<file path="config.mk">
export PLATFORM = sky130hd
export DESIGN_NAME = dlw_top
export DESIGN_NICKNAME = d
export VERILOG_FILES = /design/src/dlw_pkg.sv /design/src/dlw_wait_if.sv /design/src/dlw_sync.sv /design/src/dlw_wait.sv /design/src/dlw_top.sv
export SDC_FILE = /design/constraint.sdc
export NUM_CORES = 2
export LEC_CHECK = 0
export ABC_CLOCK_PERIOD_IN_PS = 3200
export BUFFER_PORTS_ARGS = -buffer_cell sky130_fd_sc_hd__buf_2
export CAP_MARGIN = 10
export CELL_PAD_IN_SITES_DETAIL_PLACEMENT = 2
export CELL_PAD_IN_SITES_GLOBAL_PLACEMENT = 2
export CORE_MARGIN = 8
export CORE_UTILIZATION = 31
export DETAILED_ROUTE_END_ITERATION = 10
export GPL_ROUTABILITY_DRIVEN = 1
export PLACE_DENSITY_LB_ADDON = 0.1
export SYNTH_ARGS = -nofsm -noshare
export SYNTH_HDL_FRONTEND = slang
export SYNTH_SLANG_ARGS = --single-unit
export TNS_END_PERCENT = 1
</file>
<file path="constraint.sdc">
create_clock -name clk_i -period 3.2 [get_ports clk_i]
set_clock_uncertainty 0.15 [all_clocks]
set_input_delay 0.32 -clock clk_i [delete_from_list [all_inputs] [get_ports clk_i]]
set_output_delay 0.32 -clock clk_i [all_outputs]
set_load 0.01 [all_outputs]
</file>
<file path="src/dlw_pkg.sv">
package dlw_pkg;

    // ------------------------------------------------------------
    // Pin map
    // ------------------------------------------------------------
    localparam int NDIO       = 96;
    localparam int POS_TRIG   = 96;
    localparam int POS_LBL    = 104;
    localparam int POS_LBR    = 112;
    localparam int POS_STAR   = 120;
    localparam int NPIN       = 121;
    localparam int NWORD      = 4;
    localparam int WORD_W     = 32;
    localparam int GRP_W      = 8;
    localparam int SEL_W      = 7;
    localparam int CONN0_BASE = 0;
    localparam int CONN1_BASE = 16;
    localparam int CONN2_BASE = 56;
    localparam int CONN0_GRPS = 2;
    localparam int CONNX_GRPS = 5;

    // ------------------------------------------------------------
    // Clock and reference
    // ------------------------------------------------------------
    localparam int CLK_MHZ = 200;
    localparam int REF_MHZ = 10;
    localparam int REF_DIV = CLK_MHZ / REF_MHZ;
    localparam int CNT_W   = 6;

    // ------------------------------------------------------------
    // Register map
    // ------------------------------------------------------------
    localparam logic [7:0] A_WCTRL = 8'h00;
    localparam logic [7:0] A_WTMO  = 8'h04;
    localparam logic [7:0] A_LINE  = 8'h08;
    localparam logic [7:0] A_GRP   = 8'h0C;
    localparam logic [7:0] A_STAT  = 8'h10;
    localparam logic [3:0] R_DOUT  = 4'h4;
    localparam logic [3:0] R_DOE   = 4'h5;
    localparam logic [3:0] R_ARB   = 4'h6;
    localparam logic [3:0] R_DIN   = 4'h7;

    localparam int F_START = 0;
    localparam int F_MODE  = 1;
    localparam int F_SEL   = 8;
    localparam int F_BUSY  = 16;
    localparam int F_DONE  = 17;
    localparam int F_HIT   = 18;
    localparam int F_LDAT  = 8;
    localparam int F_LEN   = 9;
    localparam int F_GIDX  = 0;
    localparam int F_GCON  = 4;
    localparam int F_GDAT  = 8;
    localparam int F_GEN   = 16;
    localparam int F_SLOT2 = 0;
    localparam int F_LOCK  = 1;

    typedef enum logic [2:0] {
        DLW_ANY,
        DLW_FALL,
        DLW_RISE,
        DLW_HIGH,
        DLW_LOW
    } dlw_mode_e;

endpackage: dlw_pkg

</file>
<file path="src/dlw_wait_if.sv">
`timescale 1ns/1ps
interface dlw_wait_if;
    import dlw_pkg::*;
    logic               start;
    dlw_mode_e          mode;
    logic signed [31:0] tmo;
    logic               sample;
    logic               busy;
    logic               done;
    logic               timed_out;
    modport eng (input start, mode, tmo, sample,
                 output busy, done, timed_out);
    modport ctl (output start, mode, tmo, sample,
                 input busy, done, timed_out);
endinterface: dlw_wait_if

</file>
<file path="src/dlw_sync.sv">
`timescale 1ns/1ps
module dlw_sync #(
    parameter int W = 1
) (
    // Clock and reset
    input  wire logic         clk_i,
    input  wire logic         resetn_i,
    // Data
    input  wire logic [W-1:0] d_i,
    output logic      [W-1:0] q_o
);
    typedef struct packed {
        logic [W-1:0] s1;
        logic [W-1:0] s2;
    } dlw_sync_s;

    dlw_sync_s st_ff;
    dlw_sync_s nxt_st;

    always_comb begin
        nxt_st.s1 = d_i;
        nxt_st.s2 = st_ff.s1;
    end

    always_ff @(posedge clk_i) begin
        if (!resetn_i) begin
            st_ff <= '0;
        end else begin
            st_ff <= nxt_st;
        end
    end

    assign q_o = st_ff.s2;
endmodule: dlw_sync

</file>
<file path="src/dlw_wait.sv">
`timescale 1ns/1ps
module dlw_wait (
    // Clock and reset
    input wire logic clk_i,
    input wire logic resetn_i,
    // Wait request
    dlw_wait_if.eng  wi
);
    import dlw_pkg::*;

    typedef enum logic [0:0] {
        W_IDLE,
        W_RUN
    } dlw_wst_e;

    typedef struct packed {
        dlw_wst_e           st;
        dlw_mode_e          mode;
        logic signed [31:0] cnt;
        logic               prev;
        logic               busy;
        logic               done;
        logic               hit;
    } dlw_wait_s;

    dlw_wait_s st_ff;
    dlw_wait_s nxt_st;
    logic      met;

    function automatic logic cond_met(input dlw_mode_e m,
                                      input logic p,
                                      input logic s);
        case (m)
            DLW_ANY:  return p != s;
            DLW_FALL: return p && !s;
            DLW_RISE: return !p && s;
            DLW_HIGH: return s;
            DLW_LOW:  return !s;
            default:  return 1'b0;
        endcase
    endfunction: cond_met

    // Edges compare the previous sample with the current one.
    assign met = cond_met(st_ff.mode, st_ff.prev, wi.sample);

    always_comb begin
        nxt_st      = st_ff;
        nxt_st.done = 1'b0;
        nxt_st.prev = wi.sample;
        case (st_ff.st)
            W_IDLE: begin
                if (wi.start) begin
                    nxt_st.mode = wi.mode;
                    nxt_st.cnt  = wi.tmo;
                    if (wi.tmo == 32'sh0000_0000) begin
                        nxt_st.done = 1'b1;
                        nxt_st.hit  = 1'b1;
                    end else begin
                        nxt_st.busy = 1'b1;
                        nxt_st.hit  = 1'b0;
                        nxt_st.st   = W_RUN;
                    end
                end
            end
            W_RUN: begin
                if (met) begin
                    nxt_st.done = 1'b1;
                    nxt_st.busy = 1'b0;
                    nxt_st.st   = W_IDLE;
                end else if (st_ff.cnt == 32'sh0000_0001) begin
                    nxt_st.done = 1'b1;
                    nxt_st.hit  = 1'b1;
                    nxt_st.busy = 1'b0;
                    nxt_st.st   = W_IDLE;
                end else if (st_ff.cnt > 32'sh0000_0000) begin
                    // A negative count is never decremented.
                    nxt_st.cnt = st_ff.cnt - 32'sh0000_0001;
                end
            end
            default: begin
                nxt_st = '0;
            end
        endcase
    end

    always_ff @(posedge clk_i) begin
        if (!resetn_i) begin
            st_ff <= '0;
        end else begin
            st_ff <= nxt_st;
        end
    end

    assign wi.busy      = st_ff.busy;
    assign wi.done      = st_ff.done;
    assign wi.timed_out = st_ff.hit;
endmodule: dlw_wait

</file>
<file path="src/dlw_top.sv">
// Local design decisions: the APB interface to the registers and the address map.
`timescale 1ns/1ps
// Summary of operation
// - A byte group moves eight lines together.
// - Group n covers lines base+8n..base+8n+7 of its connector (base 0, 16 or 56), LSB first.
// - Every line has separate data and enable.
// - Per-line setting picks the driving accessor.
// - Wait timeout counts module clock cycles.
// - Zero timeout ends the wait at once.
// - Negative timeout never expires.
// - Positive timeout ends after that many cycles.
// - Any-edge wait ends on either transition.
// - Falling-edge wait ends on high-to-low.
// - Rising-edge wait ends on low-to-high.
// - High-level wait ends once input is high.
// - Low-level wait ends once input is low.
// - Lock flag shows the reference period matches; the clock is left unchanged.
// - In slot two, left lines become star triggers.
// - Lines update every cycle, digital only.
module dlw_top (
    // Clock and reset
    input  wire logic                       clk_i,
    input  wire logic                       resetn_i,
    // APB slave
    input  wire logic [7:0]                 paddr_i,
    input  wire logic                       psel_i,
    input  wire logic                       penable_i,
    input  wire logic                       pwrite_i,
    input  wire logic [31:0]                pwdata_i,
    output logic      [31:0]                prdata_o,
    output logic                            pready_o,
    output logic                            pslverr_o,
    // Lines, triggers and local bus pins
    input  wire logic [dlw_pkg::NPIN-1:0]   pin_in_i,
    output logic      [dlw_pkg::NPIN-1:0]   pin_out_o,
    output logic      [dlw_pkg::NPIN-1:0]   pin_oe_o,
    // Chassis
    input  wire logic                       ref_clk10_i,
    input  wire logic                       slot2_i,
    output logic                            ref_locked_o,
    // User logic accessor
    input  wire logic [dlw_pkg::NPIN-1:0]   usr_dout_i,
    input  wire logic [dlw_pkg::NPIN-1:0]   usr_doe_i,
    output logic      [dlw_pkg::NPIN-1:0]   usr_din_o
);
    import dlw_pkg::*;

    typedef struct packed {
        logic [NPIN-1:0]  dout;
        logic [NPIN-1:0]  doe;
        logic [NPIN-1:0]  arb;
        logic [NPIN-1:0]  din;
        logic [NPIN-1:0]  pout;
        logic [NPIN-1:0]  poe;
        logic [31:0]      rdata;
        logic             rdy;
        logic             err;
        logic             start;
        dlw_mode_e        mode;
        logic [SEL_W-1:0] sel;
        logic [31:0]      tmo;
        logic             wdone;
        logic             whit;
        logic             slot2;
        logic             refq;
        logic [CNT_W-1:0] refcnt;
        logic             locked;
    } dlw_top_s;

    dlw_top_s         st_ff;
    dlw_top_s         nxt_st;
    logic [NPIN+1:0]  sync_q;
    logic [NPIN-1:0]  pin_s;
    logic             ref_s;
    logic             slot2_s;
    logic [NPIN-1:0]  src_d;
    logic [NPIN-1:0]  src_e;
    logic [SEL_W:0]   gb;
    logic [GRP_W-1:0] gdat;
    logic             setup;
    logic             access;

    dlw_wait_if wi ();

    // ------------------------------------------------------------
    // Input synchronisers
    // ------------------------------------------------------------
    // Pins, strap and reference share one two-stage synchroniser.
    dlw_sync #(
        .W (NPIN + 2)
    ) u_sync (
        .clk_i    (clk_i),
        .resetn_i (resetn_i),
        .d_i      ({slot2_i, ref_clk10_i, pin_in_i}),
        .q_o      (sync_q)
    );

    assign pin_s   = sync_q[NPIN-1:0];
    assign ref_s   = sync_q[NPIN];
    assign slot2_s = sync_q[NPIN+1];

    dlw_wait u_wait (
        .clk_i    (clk_i),
        .resetn_i (resetn_i),
        .wi       (wi)
    );

    assign wi.start  = st_ff.start;
    assign wi.mode   = st_ff.mode;
    assign wi.tmo    = st_ff.tmo;
    assign wi.sample = st_ff.din[st_ff.sel];

    // ------------------------------------------------------------
    // Helpers
    // ------------------------------------------------------------
    function automatic logic [31:0] get_word(input logic [NPIN-1:0] v,
                                             input logic [1:0]      w);
        logic [NWORD*WORD_W-1:0] t;
        t           = '0;
        t[NPIN-1:0] = v;
        return t[w*WORD_W +: WORD_W];
    endfunction: get_word

    function automatic logic [NPIN-1:0] set_word(
        input logic [NPIN-1:0] v,
        input logic [1:0]      w,
        input logic [31:0]     d
    );
        logic [NWORD*WORD_W-1:0] t;
        t                      = '0;
        t[NPIN-1:0]            = v;
        t[w*WORD_W +: WORD_W]  = d;
        return t[NPIN-1:0];
    endfunction: set_word

    // Returns {valid, first line} of a group on a connector.
    function automatic logic [SEL_W:0] grp_base(input logic [1:0] c,
                                                input logic [2:0] g);
        logic [SEL_W:0] r;
        r = '0;
        case (c)
            2'h0: begin
                r[SEL_W]     = int'(g) < CONN0_GRPS;
                r[SEL_W-1:0] = SEL_W'(CONN0_BASE + GRP_W * int'(g));
            end
            2'h1: begin
                r[SEL_W]     = int'(g) < CONNX_GRPS;
                r[SEL_W-1:0] = SEL_W'(CONN1_BASE + GRP_W * int'(g));
            end
            2'h2: begin
                r[SEL_W]     = int'(g) < CONNX_GRPS;
                r[SEL_W-1:0] = SEL_W'(CONN2_BASE + GRP_W * int'(g));
            end
            default: begin
                r = '0;
            end
        endcase
        return r;
    endfunction: grp_base

    // ------------------------------------------------------------
    // Accessor arbitration
    // ------------------------------------------------------------
    // A set arbitration bit hands the line to the user port.
    assign src_d = (st_ff.arb & usr_dout_i) | (~st_ff.arb & st_ff.dout);
    assign src_e = (st_ff.arb & usr_doe_i) | (~st_ff.arb & st_ff.doe);

    assign gb     = grp_base(pwdata_i[F_GCON +: 2], pwdata_i[F_GIDX +: 3]);
    assign gdat   = pwdata_i[F_GDAT +: GRP_W];
    assign setup  = psel_i && !penable_i;
    assign access = psel_i && penable_i && st_ff.rdy;

    // ------------------------------------------------------------
    // Next state
    // ------------------------------------------------------------
    always_comb begin
        logic [NPIN-1:0] smask;
        logic [1:0]      w;
        smask        = '0;
        w            = paddr_i[3:2];
        nxt_st       = st_ff;
        nxt_st.start = 1'b0;

        // The answer is prepared in setup so pready leaves a flop.
        if (setup) begin
            nxt_st.rdy   = 1'b1;
            nxt_st.err   = 1'b0;
            nxt_st.rdata = '0;
            case (paddr_i)
                A_WCTRL: begin
                    nxt_st.rdata[F_MODE +: 3]     = st_ff.mode;
                    nxt_st.rdata[F_SEL +: SEL_W]  = st_ff.sel;
                    nxt_st.rdata[F_BUSY]          = wi.busy;
                    nxt_st.rdata[F_DONE]          = st_ff.wdone;
                    nxt_st.rdata[F_HIT]           = st_ff.whit;
                end
                A_WTMO: begin
                    nxt_st.rdata = st_ff.tmo;
                end
                A_LINE, A_GRP: begin
                    nxt_st.rdata = '0;
                end
                A_STAT: begin
                    nxt_st.rdata[F_SLOT2] = st_ff.slot2;
                    nxt_st.rdata[F_LOCK]  = st_ff.locked;
                end
                default: begin
                    if (paddr_i[1:0] != 2'h0) begin
                        nxt_st.err = 1'b1;
                    end else begin
                        case (paddr_i[7:4])
                            R_DOUT:  nxt_st.rdata = get_word(st_ff.dout, w);
                            R_DOE:   nxt_st.rdata = get_word(st_ff.doe, w);
                            R_ARB:   nxt_st.rdata = get_word(st_ff.arb, w);
                            R_DIN:   nxt_st.rdata = get_word(st_ff.din, w);
                            default: nxt_st.err   = 1'b1;
                        endcase
                    end
                end
            endcase
        end

        if (access) begin
            nxt_st.rdy = 1'b0;
            nxt_st.err = 1'b0;
            if (pwrite_i && !st_ff.err) begin
                case (paddr_i)
                    A_WCTRL: begin
                        if (pwdata_i[F_START] && !wi.busy &&
                            int'(pwdata_i[F_SEL +: SEL_W]) < NPIN &&
                            pwdata_i[F_MODE +: 3] <= DLW_LOW) begin
                            nxt_st.start = 1'b1;
                            nxt_st.mode  = dlw_mode_e'(pwdata_i[F_MODE +: 3]);
                            nxt_st.sel   = pwdata_i[F_SEL +: SEL_W];
                            nxt_st.wdone = 1'b0;
                            nxt_st.whit  = 1'b0;
                        end
                    end
                    A_WTMO: begin
                        nxt_st.tmo = pwdata_i;
                    end
                    A_LINE: begin
                        if (int'(pwdata_i[SEL_W-1:0]) < NPIN) begin
                            nxt_st.dout[pwdata_i[SEL_W-1:0]] =
                                pwdata_i[F_LDAT];
                            nxt_st.doe[pwdata_i[SEL_W-1:0]] =
                                pwdata_i[F_LEN];
                        end
                    end
                    A_GRP: begin
                        // Last write wins between line and group.
                        if (gb[SEL_W]) begin
                            nxt_st.dout[gb[SEL_W-1:0] +: GRP_W] = gdat;
                            nxt_st.doe[gb[SEL_W-1:0] +: GRP_W] =
                                pwdata_i[F_GEN +: GRP_W];
                        end
                    end
                    A_STAT: begin
                        nxt_st.rdata = st_ff.rdata;
                    end
                    default: begin
                        case (paddr_i[7:4])
                            R_DOUT: nxt_st.dout =
                                set_word(st_ff.dout, w, pwdata_i);
                            R_DOE: nxt_st.doe =
                                set_word(st_ff.doe, w, pwdata_i);
                            R_ARB: nxt_st.arb =
                                set_word(st_ff.arb, w, pwdata_i);
                            default: nxt_st.rdata = st_ff.rdata;
                        endcase
                    end
                endcase
            end
        end

        // A finished wait latches its cause until the next start.
        if (wi.done) begin
            nxt_st.wdone = 1'b1;
            nxt_st.whit  = wi.timed_out;
        end

        // In slot two the star pin carries the chassis clock, so it
        // is never driven or read; the left bus lines stay live as
        // the star triggers.
        nxt_st.slot2 = slot2_s;
        if (st_ff.slot2) begin
            smask[POS_STAR] = 1'b1;
        end

        // Every line except the star pin in slot two is sampled and driven on every cycle.
        nxt_st.din  = pin_s & ~smask;
        nxt_st.pout = src_d;
        nxt_st.poe  = src_e & ~smask;

        // Lock is seen when the reference period is exactly REF_DIV
        // module cycles; the module clock itself never changes.
        nxt_st.refq = ref_s;
        if (ref_s && !st_ff.refq) begin
            nxt_st.locked = int'(st_ff.refcnt) == REF_DIV - 1;
            nxt_st.refcnt = '0;
        end else if (&st_ff.refcnt) begin
            nxt_st.locked = 1'b0;
        end else begin
            nxt_st.refcnt = st_ff.refcnt + CNT_W'(1);
        end
    end

    always_ff @(posedge clk_i) begin
        if (!resetn_i) begin
            st_ff <= '0;
        end else begin
            st_ff <= nxt_st;
        end
    end

    assign prdata_o     = st_ff.rdata;
    assign pready_o     = st_ff.rdy;
    assign pslverr_o    = st_ff.err;
    assign pin_out_o    = st_ff.pout;
    assign pin_oe_o     = st_ff.poe;
    assign usr_din_o    = st_ff.din;
    assign ref_locked_o = st_ff.locked;
endmodule: dlw_top

</file>
Word-level counts from Yosys, hierarchy flattened:

Cells that the tools add are included.

* mux-type cells: 62
* bitwise logic cells: 14
* $lt $le $gt $ge: 9
* divide/modulo/power cells: 0
* $mul: 0
* equal/unequal tests: 28
* reductions and logical operators: 53
* add/subtract/negate cells: 6
* shifts and indexed selects: 9

Operators with widths (count)
* $and 121x121->121: 6
* $pmux 242 s3: 1
* $shiftx 128x8->32: 4
* $bwmux 121: 4
* $mux 242: 2
* $bwmux 128: 3
* $mux 121: 2
* $not 121->121: 2
* $or 121x121->121: 2
* $shiftx 8x9->121: 2
* $mux 32: 7
* $pmux 32 s2: 2
* $pmux 32 s4: 1
* $shift 32x34->128 const A: 1
* $shiftx 32x34->128: 1
* $shift 8x9->121 const A: 1
* $mux 79: 1
* $mux 45: 1
* $mux 36: 1
* $mux 34: 1
* $neg 7->34: 1
* $eq 32x2->1 const B: 1
* $gt 32x1->1 const B: 1
* $logic_not 32->1: 1
* other kinds (58): 132

* bits in latches: 0
* logic and storage cells: 209
* memory bits (writable): 0
* input port bits: 410
* register bits after elaboration: 1100
* memory bits (read-only): 0
* memories: 0
* output and inout bits: 398

Logic depth before layout (Yosys ltp):

* word-level depth: 11
* mapped depth: 18

Modules after synthesis:

A second synthesis with hierarchy kept.

* cells, all modules: 6212
* area, all modules: 53427.5 um2

Modules (own cells, without submodules)
* dlw_top: area an instance 44093.5 um2, instances 1, seq. area each 16295.6 um2, cells each 5338
* dlw_sync: area an instance 6603.8 um2, instances 1, seq. area each 4924.7 um2, cells each 519
* dlw_wait: area an instance 2730.1 um2, instances 1, seq. area each 800.8 um2, cells each 355

Least setup slack after synthesis:

Ideal clock, no wire load.

* path kind: input to register
* start: input paddr_i[2]
* end: register st_ff[779] (netlist bit)
* arrival: 3242 ps
* path slack: -310 ps
* data required time: 2931 ps
* stages: 13
* cells stage by stage: clkbuf_1 clkinv_1 clkbuf_1 clkbuf_1 ha_1 nand3_1 or4_1 o2111ai_1 nor2_2 o21ai_1 clkbuf_1 a21oi_1 o221a_2

* longest elaborated chain between the ends: 5
* elaborated cells between the ends (all ways): 17
* those cells by class: 1 x add/sub; 6 x eq/ne; 2 x shift; 3 x mux; 1 x bitwise; 4 x reduce/logical

Ends and longest elaborated chain
* start: declaration: RTL line dlw_top.sv:25 `input wire logic [7:0] paddr_i,`
* $neg 7->34: RTL line dlw_top.sv:132 `t[w*WORD_W +: WORD_W] = d;`
* $shiftx 32x34->128 / $shift 32x34->128 (equally long branches): RTL line dlw_top.sv:132
* $bwmux 128: RTL line dlw_top.sv:132
* $mux 121: RTL line dlw_top.sv:262 `case (paddr_i[7:4])`
* $pmux 242 s3: RTL line dlw_top.sv:227 `case (paddr_i)`
* end signal: assignment: RTL line dlw_top.sv:312 `st_ff <= nxt_st;`
* end: declaration: RTL line dlw_top.sv:70 `dlw_top_s st_ff;`

Several ways; a longest one is shown, not always the timed one. The select of a mux whose other input is x is not followed.
A chain may end at the register's enable or synchronous reset.

==> flow_summary.yaml <==
power_and_ir_drop:
  peakVddDrop_mv: 0.4362
  leakage_nw: 29.42
  powerDensity_nw_per_um2: 478.2
flow_run:
  maxCapViolCount: 0
sta:
  worst_slack_ns: -0.6306
  whs_ns: 0.09421
  rsz0062_at_grt: "yes"
  post-route-period-util_pct: 119.7
  worstMarginPinSlew_ns: 1.138
  finalCriticalPeriod_ns: 3.831
  fmax_ghz: 0.2611
  finalSetupViolations: 36
  slew_viol_final: 0
  hold_viol: 0
  slew_headroom_pct: 24.13
critical_path:
  r2r_setup_slack_ns: -0.63
  arrival_ns: 4.38
  r2r_cells: 16
  worstPathMaxFanout: 8
  required_ns: 3.75
  path_class: "register to register"
  r2r-end: "u_wait.st_ff[18]"
  crit_path_start_kind: "register"
  crit_path_end_kind: "register"
  regToRegStartpoint: "st_ff[44]"
logic_synthesis:
  synth_most_common_cell: "dfxtp_1"
  netlist_area_um2: 53620
  ys.warnings.count: 0
  ys_async_sr_fraction_pct: 0
  synth_largest_area_cell: "dfxtp_1"
  synth_edf_count: 0
  synthTopCellsByArea: "dfxtp_1 41%, mux2i_1 8.4%, buf_4 5.6%"
  synth-main-ff-cell: "dfxtp_1"
  ys_ff_latch: 1100
  synthCells: 6202
  syn_area_per_cell_um2: 8.645
  synth_nets: 6634
  synthDistinctLibCells: 93
  yosys-top-cells-count: "1100 x dfxtp_1, 743 x nor2_1, 524 x a21oi_1"
  ys_seq_area_share_pct: 41.07
  yosys.area.top_type_share_pct: 41.07
final_layout:
  area_growth_pct: 34.47
  fillCellCount: 18630
  nets: 7859
  drive_gt1_share_pct: 27.31
drt:
  initialDrtViolationCount: 4658
  post-route-drc-count: 0
  vias: 56000
  wl_per_cell_um: 34.50
  detail-route-antenna-nets: 0
  vias_per_cell: 5.678
  first_pass_iters: 6
  wl_mm: 340.2
clock_tree:
  htreeDepth: 4
  cts-root-buf: "clkbuf_16"
  cts_tree: "done"
  numClockSinks: 1100
  clkTransAtPathRegs_ns: 0.06
  cts-buffers-inserted: 138
  ctsLongestPathBuffers: 3
  clk_latency_ns: 0.82
floorplanning:
  core.rowCount: 152
  io_pins: 808
  fp.dieH_um: 431.9
  die_area_um2: 186500
  coreArea_um2: 171700
  start_util_pct: 31.22
  die_x_um: 431.9
hold_path:
  min_to: "u_sync.nxt_st[36]"
  whs_path_depth: 3
  hold_start: "pin_in_i[36]"
  hold_path_class: "primary input to register"
placed_design:
  hpwl_mm: 252.0
  place_congestion: 0.9587
  port_buffers: 807
  post-place-ws_ns: -1.065
global_route:
  gr-total-overflow: 0
  grt_pass1_vias: 59960
  grt_pass1_wl_mm: 469.0
  grt_max_degree: 181
  track_usage_pct: 34.94
  antenna_found_initial: 53
run_status:
  status: "finished, violations left"
  violations: "setup timing"
[sequential cells by signal, summed over array words and instances, names as in the netlist]
| register | count |
|---|---|
| pin_out_o | 121 |
| u_sync.q_o | 123 |
| pin_oe_o | 121 |
| u_wait.wi.busy | 1 |
| usr_din_o | 121 |
| wi.tmo | 32 |
| pready_o | 1 |
| wi.mode | 3 |
| prdata_o | 32 |
| st_ff | 380 |
| u_sync.nxt_st | 123 |
| u_wait.st_ff | 37 |
| pslverr_o | 1 |
| u_wait.wi.done | 1 |
| wi.start | 1 |
| u_wait.wi.timed_out | 1 |
| ref_locked_o | 1 |
[layout by cell type (no fill, tap or decap), types with 30 or more instances in the layout]
cell,n
buf_2,803
a221o_1,118
buf_12,110
a21oi_1,523
o21ai_0,213
clkbuf_16,140
a22oi_1,44
and2_1,378
o311a_1,39
clkbuf_8,30
a31oi_1,43
o22ai_1,86
dlygate4sd3_1,399
nor3_1,126
o221a_2,41
a221oi_1,44
mux4_2,46
nor2_1,739
inv_1,39
nand2b_1,43
mux2i_1,446
dfxtp_1,1097
nand2_1,503
a21o_1,51
nand3_1,101
o221ai_1,41
buf_4,671
mux2_2,45
o21bai_1,42
[logic make-up (layout without fill, tap and decap cells)]
family	count (synthesis)	count (layout)	synth area share [%]
other	0	17	0
AOI/OAI and AO/OA	1546	1546	19.62
buffers and inverters	955	2288	9.722
xor gates and xnor gates	18	18	0.2940
muxes	545	545	11.51
and+or+nand+nor	2016	2016	17.27
DFF	1100	1100	41.07
adders and majority gates	22	22	0.5134
[worst max-delay path, cell delays in order, from the launching register on]
cell	delay, ns
dfxtp_4	0.39
buf_12	0.14
mux4_2	0.50
mux2_4	0.28
a221o_1	0.33
o221ai_2	0.12
a32o_2	0.20
buf_12	0.15
inv_6	0.04
ha_4	0.25
o21ai_2	0.05
a32oi_2	0.17
o31a_4	0.21
and4_4	0.35
buf_6	0.17
a2bb2oi_2	0.14
nor2_1	0.05
[through the flow]
step	setup TNS [ns]	utilization [%]	std cells	power (mW)	area, µm²
2_1_floorplan	-4.339	-	6202	15.56	53630
3_3_place_gp	-36.76	36.65	9196	17.46	62940
3_5_place_dp	-56.77	36.65	9196	17.52	62940
4_1_cts	-22.05	41.91	9847	34.57	71980
5_1_grt	-22.65	41.97	9852	35.33	72070
6_report	-19.56	41.98	9862	34.48	72100
[worst max-delay path by stage]
stage / cells past startpoint / from / end
after floorplan: 14 / st_ff[44] / u_wait.st_ff[25]
after global placement: 16 / st_ff[44] / u_wait.st_ff[18]
after detailed placement: 16 / st_ff[44] / u_wait.st_ff[15]
after CTS: 17 / st_ff[44] / u_wait.st_ff[15]
after global routing: 16 / st_ff[44] / u_wait.st_ff[18]
final: 16 / st_ff[44] / u_wait.st_ff[18]
[cell type report]
type	count	area, µm²	share of cell area (%)
Multi-Input combinational cell	4147	26760	37.11
Sequential cell	1100	22030	30.55
Timing Repair Buffer	1996	15420	21.39
Clock buffer	196	4014	5.567
Tap cell	2310	2890	4.009
Clock inverter	52	768.2	1.066
Inverter	44	177.7	0.2464
Antenna cell	17	42.54	0.05900
[what timing repair did]
action                                  in CTS  in global routing
gates resized for setup                     47                 22
hold buffers                               399                  0
pin swaps                                   30                  7
gates cloned                                 1                  0
endpoints found under the setup margin      36                 75
endpoints found under the hold margin      510                  0
buffers inserted                             3                  0
[power by group]
part | internal (mW) | leakage (nW) | switching (mW)
Combinational | 1.45 | 18.2 | 2.32
Clock | 9.73 | 2.34 | 6.98
Sequential | 13.9 | 8.93 | 0.0936
Total | 25.1 | 29.4 | 9.39
[routing by layer]
metal / GRT usage, % / share of wire [%]
met3: 8.191 / 7.6
met1: 41.68 / 39
met2: 57.04 / 46
met4: 21.17 / 7.0
met5: 0 / 0.039
Note: power is estimated with default switching activity, not from simulation.
